[src/logic/afts_pkg.sv]
// shared types and constants of the amplifier fault and thermal supervisor
package afts_pkg;

  // ****************************************************************
  // constants
  // ****************************************************************
  localparam int unsigned AFTS_CNT_W      = 9;
  localparam int unsigned AFTS_TOL_W      = 4;
  localparam int unsigned AFTS_TEMP_W     = 7;
  localparam int unsigned AFTS_ATT_W      = 6;
  // attenuation counts in 0.5 dB steps, 24 steps is -12 dB
  localparam logic [5:0]  AFTS_ATT_MAX    = 6'h18;
  localparam logic [5:0]  AFTS_ATT_RST    = 6'h00;
  localparam logic        AFTS_EN_RST     = 1'b0;
  localparam logic [8:0]  AFTS_CNT_RST    = 9'h000;
  localparam logic [7:0]  AFTS_DUR_RST    = 8'h00;

  // ****************************************************************
  // types
  // ****************************************************************
  typedef enum logic [1:0] {
    AFTS_FMT_I2S,
    AFTS_FMT_LJ,
    AFTS_FMT_TDM
  } afts_fmt_e;

  typedef struct packed {
    logic clk_err;
    logic clk_recover;
    logic speaker_guard_error_irq;
    logic cutoff_begin;
    logic cutoff_end;
    logic warn_low_begin_irq;
    logic warn_low_end_irq;
    logic warn_high_begin_irq;
    logic warn_high_end_irq;
    logic heat_fold_begin_irq;
    logic heat_fold_end_irq;
  } afts_irq_s;

  typedef struct packed {
    logic [6:0] temp_warn_low_threshold;
    logic [6:0] temp_warn_high_threshold;
    logic [5:0] temp_cutoff_threshold;
    logic [3:0] temp_hysteresis;
    logic       temp_auto_recover;
    logic       heat_fold_enable;
    logic [3:0] heat_fold_slope_first;
    logic [3:0] heat_fold_slope_second;
    logic [7:0] heat_fold_hold_time;
    logic [3:0] heat_fold_release_rate;
  } afts_therm_cfg_s;

endpackage : afts_pkg

[src/logic/afts_top.sv]
// amplifier clock frame, speaker guard and thermal supervisor
`timescale 1ns/1ps

// Function
// - count bit clocks per frame, compare ratio
// - I2S/LJ: both channels equal bit clocks
// - TDM: no duty cycle check
// - tolerance plus one errored frames: clock irq, shutdown
// - auto: tolerance plus one good frames, recover irq, restart
// - manual: no recovery, halted until host enables
// - speaker guard on at reset, software disables
// - PWM above threshold for duration: amplifier off
// - speaker guard trip raises error irq
// - active device compares temperature with thresholds
// - irqs on warning, cutoff, foldback transitions
// - two 7-bit warnings, one 6-bit cutoff
// - falling temperature uses thresholds minus hysteresis
// - cutoff: irq, amplifier off, irqs on falling
// - manual: below high warning clears enable
// - auto: below high warning re-enables amplifier
// - above low warning: fold and irqs, slope one
// - above high warning: irq, slope two added
// - attenuation proportional, capped at -12 dB
// - gain reduction applied within one sample
// - below high warning past hold: release, irq
// - below low warning: fold ends, irqs
// - auto-restart bit selects clock monitor mode
module afts_top (
  input  wire logic                   ref_clk_i,
  input  wire logic                   arst_n_i,
  input  wire logic                   bclk_i,
  input  wire logic                   lrclk_i,
  input  wire afts_pkg::afts_fmt_e    pcm_format_i,
  input  wire logic [8:0]             bitclk_frame_ratio_i,
  input  wire logic [3:0]             frame_error_tolerance_i,
  input  wire logic                   clockmon_enable_i,
  input  wire logic                   clockmon_auto_restart_i,
  input  wire logic                   en_set_i,
  input  wire logic                   en_clr_i,
  input  wire logic                   speaker_guard_enable_i,
  input  wire logic [7:0]             pwm_level_i,
  input  wire logic [7:0]             speaker_guard_threshold_i,
  input  wire logic [7:0]             speaker_guard_duration_i,
  input  wire logic                   temp_valid_i,
  input  wire logic [6:0]             temp_i,
  input  wire afts_pkg::afts_therm_cfg_s therm_cfg_i,
  output logic                        global_enable_o,
  output logic                        sw_shutdown_o,
  output logic                        amp_disable_o,
  output logic                        fold_active_o,
  output logic [5:0]                  fold_atten_o,
  output afts_pkg::afts_irq_s         irq_o
);
  import afts_pkg::*;

  // ****************************************************************
  // helpers
  // ****************************************************************
  function automatic logic below_hyst(input logic [6:0] t,
                                      input logic [6:0] thr,
                                      input logic [3:0] hy);
    logic [7:0] lim;
    lim = {1'b0, thr} - {4'h0, hy};
    // threshold under hysteresis: never released
    below_hyst = !lim[7] && ({1'b0, t} < lim);
  endfunction : below_hyst

  function automatic logic [6:0] excess(input logic [6:0] t,
                                        input logic [6:0] thr);
    excess = (t > thr) ? 7'(t - thr) : 7'h00;
  endfunction : excess

  // ****************************************************************
  // reset release
  // ****************************************************************
  logic [1:0] rst_sync_q;
  logic       rst_n;

  always_ff @(posedge ref_clk_i or negedge arst_n_i) begin
    if (!arst_n_i) begin
      rst_sync_q <= 2'h0;
    end else begin
      rst_sync_q <= {rst_sync_q[0], 1'b1};
    end
  end
  assign rst_n = rst_sync_q[1];

  // ****************************************************************
  // clock frame monitor
  // ****************************************************************
  logic       en_q, en_d;
  logic       bclk_q, lrclk_q, primed_q, primed_d, fault_q, fault_d;
  logic [8:0] seg_q, seg_d, half_q, half_d;
  logic [4:0] err_q, err_d, ok_q, ok_d;
  logic       clk_err_d, clk_rec_d, clk_en_clr;
  logic       mon_on, b_rise, lr_rise, lr_fall, frame_bad, is_tdm;
  logic [9:0] total;
  logic [4:0] tol_cnt;

  always_comb begin
    is_tdm     = (pcm_format_i == AFTS_FMT_TDM);
    mon_on     = clockmon_enable_i && en_q;
    b_rise     = bclk_i && !bclk_q;
    lr_rise    = lrclk_i && !lrclk_q;
    lr_fall    = !lrclk_i && lrclk_q;
    tol_cnt    = {1'b0, frame_error_tolerance_i} + 5'h01;
    total      = {1'b0, half_q} + {1'b0, seg_q};
    frame_bad  = (total != {1'b0, bitclk_frame_ratio_i}) ||
                 (!is_tdm && (half_q != seg_q));
    seg_d      = seg_q + {8'h00, b_rise};
    half_d     = half_q;
    primed_d   = primed_q;
    err_d      = err_q;
    ok_d       = ok_q;
    fault_d    = fault_q;
    clk_err_d  = 1'b0;
    clk_rec_d  = 1'b0;
    clk_en_clr = 1'b0;
    if (!mon_on) begin
      // halted monitor forgets partial frames, so no stale error
      seg_d    = AFTS_CNT_RST;
      half_d   = AFTS_CNT_RST;
      primed_d = 1'b0;
      err_d    = 5'h00;
      ok_d     = 5'h00;
      fault_d  = 1'b0;
    end else if (fault_q && !clockmon_auto_restart_i) begin
      fault_d    = 1'b0;
      clk_en_clr = 1'b1;
    end else if (lr_fall && !is_tdm) begin
      half_d = seg_q;
      seg_d  = {8'h00, b_rise};
    end else if (lr_rise) begin
      seg_d    = {8'h00, b_rise};
      half_d   = AFTS_CNT_RST;
      primed_d = 1'b1;
      if (primed_q && frame_bad) begin
        ok_d = 5'h00;
        if (!fault_q && (err_q + 5'h01 >= tol_cnt)) begin
          err_d     = 5'h00;
          clk_err_d = 1'b1;
          if (clockmon_auto_restart_i) begin
            fault_d = 1'b1;
          end else begin
            clk_en_clr = 1'b1;
          end
        end else if (!fault_q) begin
          err_d = err_q + 5'h01;
        end
      end else if (primed_q) begin
        err_d = 5'h00;
        if (fault_q && (ok_q + 5'h01 >= tol_cnt)) begin
          ok_d      = 5'h00;
          fault_d   = 1'b0;
          clk_rec_d = 1'b1;
        end else if (fault_q) begin
          ok_d = ok_q + 5'h01;
        end
      end
    end
  end

  always_ff @(posedge ref_clk_i or negedge rst_n) begin
    if (!rst_n) begin
      bclk_q   <= 1'b0;
      lrclk_q  <= 1'b0;
      seg_q    <= AFTS_CNT_RST;
      half_q   <= AFTS_CNT_RST;
      primed_q <= 1'b0;
      err_q    <= 5'h00;
      ok_q     <= 5'h00;
      fault_q  <= 1'b0;
    end else begin
      bclk_q   <= bclk_i;
      lrclk_q  <= lrclk_i;
      seg_q    <= seg_d;
      half_q   <= half_d;
      primed_q <= primed_d;
      err_q    <= err_d;
      ok_q     <= ok_d;
      fault_q  <= fault_d;
    end
  end

  // ****************************************************************
  // speaker guard
  // ****************************************************************
  logic [7:0] spk_cnt_q, spk_cnt_d;
  logic       spk_off_q, spk_off_d, spk_irq_d;

  always_comb begin
    spk_cnt_d = AFTS_DUR_RST;
    spk_off_d = spk_off_q && !en_set_i;
    spk_irq_d = 1'b0;
    if (speaker_guard_enable_i && !spk_off_q &&
        (pwm_level_i > speaker_guard_threshold_i)) begin
      spk_cnt_d = spk_cnt_q + 8'h01;
      if (spk_cnt_d >= speaker_guard_duration_i) begin
        spk_off_d = 1'b1;
        spk_irq_d = 1'b1;
        spk_cnt_d = AFTS_DUR_RST;
      end
    end
  end

  always_ff @(posedge ref_clk_i or negedge rst_n) begin
    if (!rst_n) begin
      spk_cnt_q <= AFTS_DUR_RST;
      spk_off_q <= 1'b0;
    end else begin
      spk_cnt_q <= spk_cnt_d;
      spk_off_q <= spk_off_d;
    end
  end

  // ****************************************************************
  // thermal protection and foldback
  // ****************************************************************
  logic       w1_q, w1_d, w2_q, w2_d, cut_q, cut_d, toff_q, toff_d;
  logic       fold_q, fold_d, th_en_clr;
  logic [7:0] hold_q, hold_d;
  logic [5:0] att_q, att_d, tgt;
  logic [6:0] cut7;
  logic [11:0] raw;

  always_comb begin
    cut7      = {1'b0, therm_cfg_i.temp_cutoff_threshold};
    raw       = 12'(excess(temp_i, therm_cfg_i.temp_warn_low_threshold)) *
                12'(therm_cfg_i.heat_fold_slope_first) +
                12'(excess(temp_i, therm_cfg_i.temp_warn_high_threshold)) *
                12'(therm_cfg_i.heat_fold_slope_second);
    tgt       = (raw > {6'h00, AFTS_ATT_MAX}) ? AFTS_ATT_MAX
                                              : raw[5:0];
    w1_d      = w1_q;
    w2_d      = w2_q;
    cut_d     = cut_q;
    toff_d    = toff_q;
    hold_d    = hold_q;
    att_d     = att_q;
    th_en_clr = 1'b0;
    // samples only arrive while active, so comparisons follow them
    if (temp_valid_i) begin
      w1_d  = w1_q ? !below_hyst(temp_i,
                                 therm_cfg_i.temp_warn_low_threshold,
                                 therm_cfg_i.temp_hysteresis)
                   : (temp_i > therm_cfg_i.temp_warn_low_threshold);
      cut_d = cut_q ? !below_hyst(temp_i, cut7,
                                  therm_cfg_i.temp_hysteresis)
                    : (temp_i > cut7);
      hold_d = 8'h00;
      if (!w2_q) begin
        w2_d = temp_i > therm_cfg_i.temp_warn_high_threshold;
      end else if (below_hyst(temp_i,
                              therm_cfg_i.temp_warn_high_threshold,
                              therm_cfg_i.temp_hysteresis)) begin
        hold_d = hold_q + 8'h01;
        if (hold_q >= therm_cfg_i.heat_fold_hold_time) begin
          w2_d   = 1'b0;
          hold_d = 8'h00;
        end
      end
      if (cut_d && !cut_q) begin
        toff_d = 1'b1;
      end else if (toff_q && !cut_d &&
                   below_hyst(temp_i,
                              therm_cfg_i.temp_warn_high_threshold,
                              therm_cfg_i.temp_hysteresis)) begin
        toff_d    = 1'b0;
        th_en_clr = !therm_cfg_i.temp_auto_recover;
      end
      if (!therm_cfg_i.heat_fold_enable || !w1_d) begin
        att_d = AFTS_ATT_RST;
      end else if (tgt > att_q) begin
        att_d = tgt;
      end else if (!w2_d) begin
        // release only while the high warning is off, never below the live target
        att_d = (att_q > tgt + 6'(therm_cfg_i.heat_fold_release_rate))
                ? att_q - 6'(therm_cfg_i.heat_fold_release_rate)
                : tgt;
      end
    end
    fold_d = therm_cfg_i.heat_fold_enable && w1_d;
  end

  always_ff @(posedge ref_clk_i or negedge rst_n) begin
    if (!rst_n) begin
      w1_q   <= 1'b0;
      w2_q   <= 1'b0;
      cut_q  <= 1'b0;
      toff_q <= 1'b0;
      fold_q <= 1'b0;
      hold_q <= AFTS_DUR_RST;
      att_q  <= AFTS_ATT_RST;
    end else begin
      w1_q   <= w1_d;
      w2_q   <= w2_d;
      cut_q  <= cut_d;
      toff_q <= toff_d;
      fold_q <= fold_d;
      hold_q <= hold_d;
      att_q  <= att_d;
    end
  end

  // ****************************************************************
  // enable, interrupts and outputs
  // ****************************************************************
  afts_irq_s irq_d;

  always_comb begin
    en_d = en_q;
    if (en_clr_i || clk_en_clr || th_en_clr) begin
      en_d = 1'b0;
    end
    // host write of one wins over a same-cycle hardware clear
    if (en_set_i) begin
      en_d = 1'b1;
    end
    irq_d                         = '0;
    irq_d.clk_err                 = clk_err_d;
    irq_d.clk_recover             = clk_rec_d;
    irq_d.speaker_guard_error_irq = spk_irq_d;
    irq_d.cutoff_begin            = cut_d && !cut_q;
    irq_d.cutoff_end              = !cut_d && cut_q;
    irq_d.warn_low_begin_irq      = w1_d && !w1_q;
    irq_d.warn_low_end_irq        = !w1_d && w1_q;
    irq_d.warn_high_begin_irq     = w2_d && !w2_q;
    irq_d.warn_high_end_irq       = !w2_d && w2_q;
    irq_d.heat_fold_begin_irq     = fold_d && !fold_q;
    irq_d.heat_fold_end_irq       = !fold_d && fold_q;
  end

  always_ff @(posedge ref_clk_i or negedge rst_n) begin
    if (!rst_n) begin
      en_q            <= AFTS_EN_RST;
      global_enable_o <= AFTS_EN_RST;
      sw_shutdown_o   <= 1'b1;
      amp_disable_o   <= 1'b0;
      fold_active_o   <= 1'b0;
      fold_atten_o    <= AFTS_ATT_RST;
      irq_o           <= '0;
    end else begin
      en_q            <= en_d;
      global_enable_o <= en_d;
      sw_shutdown_o   <= !en_d || fault_d;
      amp_disable_o   <= spk_off_d || toff_d;
      fold_active_o   <= fold_d;
      fold_atten_o    <= att_d;
      irq_o           <= irq_d;
    end
  end
endmodule : afts_top

[config.mk]
export PLATFORM = sky130hd
export DESIGN_NAME = afts_top
export DESIGN_NICKNAME = d
export VERILOG_FILES = /design/src/logic/afts_pkg.sv /design/src/logic/afts_top.sv
export SDC_FILE = /design/constraint.sdc
export NUM_CORES = 1
export LEC_CHECK = 0
export ABC_CLOCK_PERIOD_IN_PS = 2600
export BUFFER_PORTS_ARGS = -buffer_cell sky130_fd_sc_hd__buf_4
export CAP_MARGIN = 30
export CELL_PAD_IN_SITES_DETAIL_PLACEMENT = 1
export CELL_PAD_IN_SITES_GLOBAL_PLACEMENT = 1
export CORE_MARGIN = 2
export CORE_UTILIZATION = 30
export CTS_CLUSTER_SIZE = 20
export DETAILED_ROUTE_END_ITERATION = 8
export PLACE_DENSITY_LB_ADDON = 0.1
export SYNTH_ARGS = -nofsm -noshare
export SYNTH_HDL_FRONTEND = slang
export SYNTH_SLANG_ARGS = --single-unit
[constraint.sdc]
create_clock -name ref_clk_i -period 2.6 [get_ports ref_clk_i]
set_clock_uncertainty 0.1 [all_clocks]
set_input_delay 0.78 -clock ref_clk_i [delete_from_list [all_inputs] [get_ports ref_clk_i]]
set_output_delay 0.78 -clock ref_clk_i [all_outputs]
set_load 0.05 [all_outputs]
Yosys cells after proc, flatten, opt, wreduce, memory -nomap -nowiden
Cells that the tools add are included.
{"block": "totals", "ff_bits": 76, "in_bits": 102, "elab_cells": 229}
{"block": "op_classes", "addsub": 15, "mul": 2, "n_lt_le_gt_ge": 14, "eq_ne": 11, "mux": 90, "n_reduce_logical": 65}
{"op": "2-to-1 mux 5 bit", "n": 16}
{"op": "2-to-1 mux 9 bit", "n": 8}
{"op": "2-to-1 mux 1 bit", "n": 54}
{"op": "2-to-1 mux 8 bit", "n": 5}
{"op": "2-to-1 mux 6 bit", "n": 5}
{"op": "logical AND 1 bit", "n": 28}
{"op": "logical NOT 1 bit", "n": 26}
{"op": "< comparator 7 x 8 -> 1 bit", "n": 3}
{"op": "multiplier 7 x 4 -> 11 bit", "n": 2}
{"op": "adder 8 x 1 -> 8 bit, second input constant", "n": 2}
{"op": ">= comparator 8 bit", "n": 2}
{"op": "subtractor 7 x 4 -> 8 bit", "n": 2}
{"op": "> comparator 7 bit", "n": 2}
{"op": "2-to-1 mux 7 bit", "n": 2}
{"op": "subtractor 7 bit", "n": 2}
{"op": "adder 11 x 11 -> 12 bit", "n": 1}
{"op": "> comparator 12 x 5 -> 1 bit, second input constant", "n": 1}
{"op": "> comparator 6 bit", "n": 2}
{"op": "adder 5 x 1 -> 5 bit, second input constant", "n": 2}
{"op": "adder 9 x 9 -> 10 bit", "n": 1}
{"op": ">= comparator 5 bit", "n": 2}
{"op": "inequality test 10 x 9 -> 1 bit", "n": 1}
{"op": "AND reduction 5 bit", "n": 2}
{"op": "adder 9 x 1 -> 9 bit", "n": 1}
{"op": "other kinds (18)", "n": 25}

Depth between registers and ports, before layout
{"block": "logic_depth", "depth_word": 16, "ltp_mapped": 41, "ltp_nobuf": 40}

Worst setup path before layout
No wires, ideal clock.
{"block": "synth_timing", "kind": "input-to-reg", "start": "input therm_cfg_i[33] (netlist name)", "end": "register fold_atten_o[5]", "arrival_time_ps": 8829, "path_slack_ps": -6417, "path_stages": 40, "n_path_buf": 2, "cell_sequence": "inv_1 > ha_1 > nor2b_1 > o21ai_0 > a21boi_0 > o31a_1 > nor3_1 > nor2_1 > clkbuf_1 > and3_1 > fa_1 > inv_1 > fa_1 > inv_1 > fa_1 > inv_1 > fa_1 > inv_1 > [... 4 more ...] > nor4_1 > o221ai_2 > nor3_4 > and2_1 > xnor2_1 > ha_1 > a21o_1 > maj3_1 > a21oi_1 > xor2_1 > ha_1 > o21ai_0 > nand2b_1 > a21oi_1 > a31oi_1 > a21bo_1 > or4_1 > o22ai_2"}
{"block": "synth_between", "elab_chain_cells": 12, "word_cells_on_any_way": 23, "classes_between": "4 x add/sub; 1 x mul; 5 x order compare; 1 x eq/ne; 9 x mux; 3 x reduce/logical"}
{"element": "start: declaration", "line_no": "afts_top.sv:46", "rtl": "input wire afts_pkg::afts_therm_cfg_s therm_cfg_i,"}
{"element": "subtractor 7 bit / > comparator 7 bit (equally long branches)", "line_no": "afts_top.sv:70, afts_top.sv:252"}
{"element": "2-to-1 mux 7 bit", "line_no": "afts_top.sv:70", "rtl": "excess = (t > thr) ? 7'(t - thr) : 7'h00;"}
{"element": "multiplier 7 x 4 -> 11 bit", "line_no": "afts_top.sv:230", "rtl": "12'(excess(temp_i, therm_cfg_i.temp_warn_high_threshold)) *"}
{"element": "adder 11 x 11 -> 12 bit", "line_no": "afts_top.sv:229", "rtl": "12'(therm_cfg_i.heat_fold_slope_first) +"}
{"element": "> comparator 12 x 5 -> 1 bit", "line_no": "afts_top.sv:232", "rtl": "tgt = (raw > {6'h00, AFTS_ATT_MAX}) ? AFTS_ATT_MAX"}
{"element": "2-to-1 mux 6 bit", "line_no": "afts_top.sv:232"}
{"element": "adder 6 x 4 -> 6 bit", "line_no": "afts_top.sv:277", "rtl": "att_d = (att_q > tgt + 6'(therm_cfg_i.heat_fold_release_rate))"}
{"element": "> comparator 6 bit", "line_no": "afts_top.sv:277"}
{"element": "2-to-1 mux 6 bit", "line_no": "afts_top.sv:278", "rtl": "? att_q - 6'(therm_cfg_i.heat_fold_release_rate)"}
{"element": "2-to-1 mux 6 bit", "line_no": "afts_top.sv:275", "rtl": "end else if (!w2_d) begin"}
{"element": "2-to-1 mux 6 bit", "line_no": "afts_top.sv:273", "rtl": "end else if (tgt > att_q) begin"}
{"element": "2-to-1 mux 6 bit", "line_no": "afts_top.sv:271", "rtl": "if (!therm_cfg_i.heat_fold_enable || !w1_d) begin"}
{"element": "end signal: assignment", "line_no": "afts_top.sv:348", "rtl": "fold_atten_o <= att_d;"}
{"element": "end: declaration", "line_no": "afts_top.sv:51", "rtl": "output logic [5:0] fold_atten_o,"}
Several ways; a longest one is shown, not always the timed one. The select of a mux whose other input is x is not followed.
A chain may end at the register's enable or synchronous reset.

Worst setup path in the final report
Ends and elaborated chain as after synthesis.

==> qor.txt <==
Run status - finished with violations
Failing checks - setup timing
Post-synth top area share - 0.2117
Period minus WS final - 8.363 ns
Setup crit start - therm_cfg_i[33]
Skew-Pair Late Insertion Delay - 0.34 ns
Worst path max stage delay - 0.56 ns
CTS tree - done
CP required - 2.76 ns
Wire per inst - 15.55 µm
Chip height - 175.9 µm
Final Cycle Share - 3.217
Die ar. - 30950 µm²
Max Slew Vio Count - 0
Drc violations - 0
Max H-tree Level - 3
Crit start category - input pin
CTS buffer count - 9
Synth cell count leaders - ha_1 (140), inv_1 (138), dfrtp_1 (75)
Number of diodes - 0
Post-synth top area cell - dfrtp_1
Clock buffer depth - 2
Largest cells by area after synthesis - dfrtp_1 (21%), ha_1 (20%), fa_1 (9.7%)
Ys flop type - dfrtp_1
Worst r2r src - half_q[4]$_DFFE_PN0P_
Die Wd - 175.9 µm
Most used cell, CP - fa_1
#FFs+latches synth - 76
Number of routed nets with antenna violations - 0
Total wire length - 27.56 mm
Post-synthesis async set-or-reset flop share - 1.000
First-pass GRT wire length - 45.93 mm
Post-DP HPWL - 23.14 mm
Worst Max-Slew Pin Slew - 0.8000 ns
Crit path DAT - 8.53 ns
Antenna violations before repair - 0
Synth Net Count - 1299
Final setup fails - 48
Post-DR vias/cell - 4.731
Fmax - 119.6 MHz
Final GP Congestion - 0.8566
Final hold vios - 0
P&R area growth vs syn - 49.16%
# port buffers - 122
Initial DRC Count - 305
Via count - 8383
Max_cap viols - 0
Critical path endpoint category - flop
Clk sinks - 76
Fin Setup TNS - -56.89 ns
Class of the worst hold path - in2async
Post-route cell area - 13230 µm²
Number of synthesized flops with an enable pin - 0
Pleak - 6.818 nW
CP max stage cell - fa_1
Share of layout cells above drive strength 1 - 0.3833
Critical path fanouts, max - 7
Final worst slack - -5.763 ns
Ports - 123
Register area share after synthesis - 0.2146
Pwr dens - 523.5 nW/µm²
DR pass1 iterations - 4
Mapped cell area - 8867 µm²
Grt ovf - 0
Yosys cell types - 73
R2R depth - 13
Core area - 28940 µm²
Setup CP Type - in2reg
Dpl cell area - 12180 µm²
FP Rows - 62
Syn Area/Cell - 8.745 µm²
Max-slew headroom - 0.4597
Nets - 1668
Largest net degree at the start of global routing - 45
Yosys Warn Count - 0
Number of global-route vias before repair - 9240
Count leader, synth - ha_1
GRT Total Usage - 0.1844
CTS root buf - clkbuf_16
Hold Buf Count CTS - 0
Clock Pin Slew Worst Setup and Hold Paths - 0.06 ns
Hold_ws - 0.1176 ns
Worst vdd ir - 0.0003568 V
Post-Synthesis Cells - 1014
Initial Util - 0.3065
Unrepaired setup endpoints after global routing - true
==> flip-flops by register name (all words and copies together) (netlist names), 2 cells and up <==
name,cells
hold_q,8
fold_atten_o,6
ok_q,5
err_q,5
irq_o,11
rst_sync_q,2
seg_q,9
half_q,9
spk_cnt_q,8
==> repair_timing <==
action | in CTS | in global routing
gates cloned | 1 | 0
resized for setup | 83 | 52
buffers inserted | 19 | 14
setup endpoints to repair | 48 | 49
endpoints found under the hold margin | 0 | 0
pin swaps | 58 | 48
==> cell usage in the layout, fill, tap and decap left out, types with 11 or more instances in the layout <==
cell type,instances
nor2_1,52
o21a_1,11
and3_1,19
nor2b_1,21
buf_4,350
nand4_1,13
nor3_1,17
ha_1,123
ha_4,12
fa_1,36
o21ai_0,19
buf_6,16
o21ai_1,13
nand2b_1,22
inv_1,130
xnor2_1,45
o21ai_2,11
nand3_1,40
nand2_1,62
a21oi_1,31
xor2_1,21
dfrtp_1,74
a21oi_2,13
a21o_1,33
==> final cells by class <==
class                      count  area [µm²]
sequential                    76        1907
clock buffer                  11       252.7
fill                        3386       15710
inverter                     138       541.8
multi-input combinational    787        7092
tap                          384       480.5
clock inverter                 5       60.06
timing repair buffer         371        2893
==> path summary, 6_finish.rpt <==
| kind | endpoint | slack (ns) |
|---|---|---|
| worst min register to register | fold_atten_o[2]$_DFFE_PN0P_ | 0.18 |
| worst min-delay path | rst_sync_q[1]$_DFF_PN0_ | 0.12 |
| worst max-delay path | fold_atten_o[5]$_DFFE_PN0P_ | -5.76 |
| min in group ref_clk_i | rst_sync_q[1]$_DFF_PN0_ | 0.26 |
| max in group asynchronous | sw_shutdown_o$_DFF_PN1_ | 1.56 |
| worst max register to register | sw_shutdown_o$_DFF_PN1_ | -0.64 |
==> power breakdown <==
group / switching, mW / total (mW) / internal (mW) / leakage (nW)
registers: 0.0868 / 1.36 / 1.27 / 1.02
clock network: 0.512 / 1.31 / 0.796 / 0.140
logic: 2.13 / 4.26 / 2.12 / 5.66
==> routing by layer <==
| metal | vias up | track usage | share of wire | routed length (µm) |
|---|---|---|---|---|
| met5 | - | 0 | 0 | 0 |
| met4 | 0 | 0.03788 | 0.012 | 324 |
| met3 | 17 | 0.01385 | 0.015 | 419 |
| met2 | 82 | 0.3371 | 0.51 | 14030 |
| met1 | 4039 | 0.2377 | 0.46 | 12780 |
| li1 | 4245 | - | - | - |
==> metrics by stage <==
stage / total power [mW] / std cells / setup slack (ns) / utilization
after floorplan: 3.699 / 1014 / -5.808 / -
after global placement: 5.178 / 1728 / -6.138 / 0.4210
after detailed placement: 5.226 / 1728 / -6.332 / 0.4210
after CTS: 6.814 / 1760 / -5.786 / 0.4466
after global routing: 7.510 / 1772 / -6.171 / 0.4571
final: 6.925 / 1772 / -5.763 / 0.4571
==> worst max-delay path, delay by kind of cell <==
family	cells	cell delay (ns)
xor+xnor	1	0.09
buf+inv	6	0.44
fa+ha+maj	10	3.42
compound gates	13	2.27
simple gates	9	1.51
==> cell families (layout without fill, tap and decap cells) <==
family / Yosys count / after routing / synth area share
flops: 76 / 76 / 0.2146
buf+inv: 152 / 525 / 0.06491
fa+ha+maj: 187 / 187 / 0.2991
mux: 11 / 11 / 0.01298
xor+xnor: 67 / 67 / 0.06618
simple gates: 324 / 325 / 0.1930
other cells: 2 / 2 / 0.0008469
compound gates: 195 / 195 / 0.1483
Power figures use the tool's default switching activity.
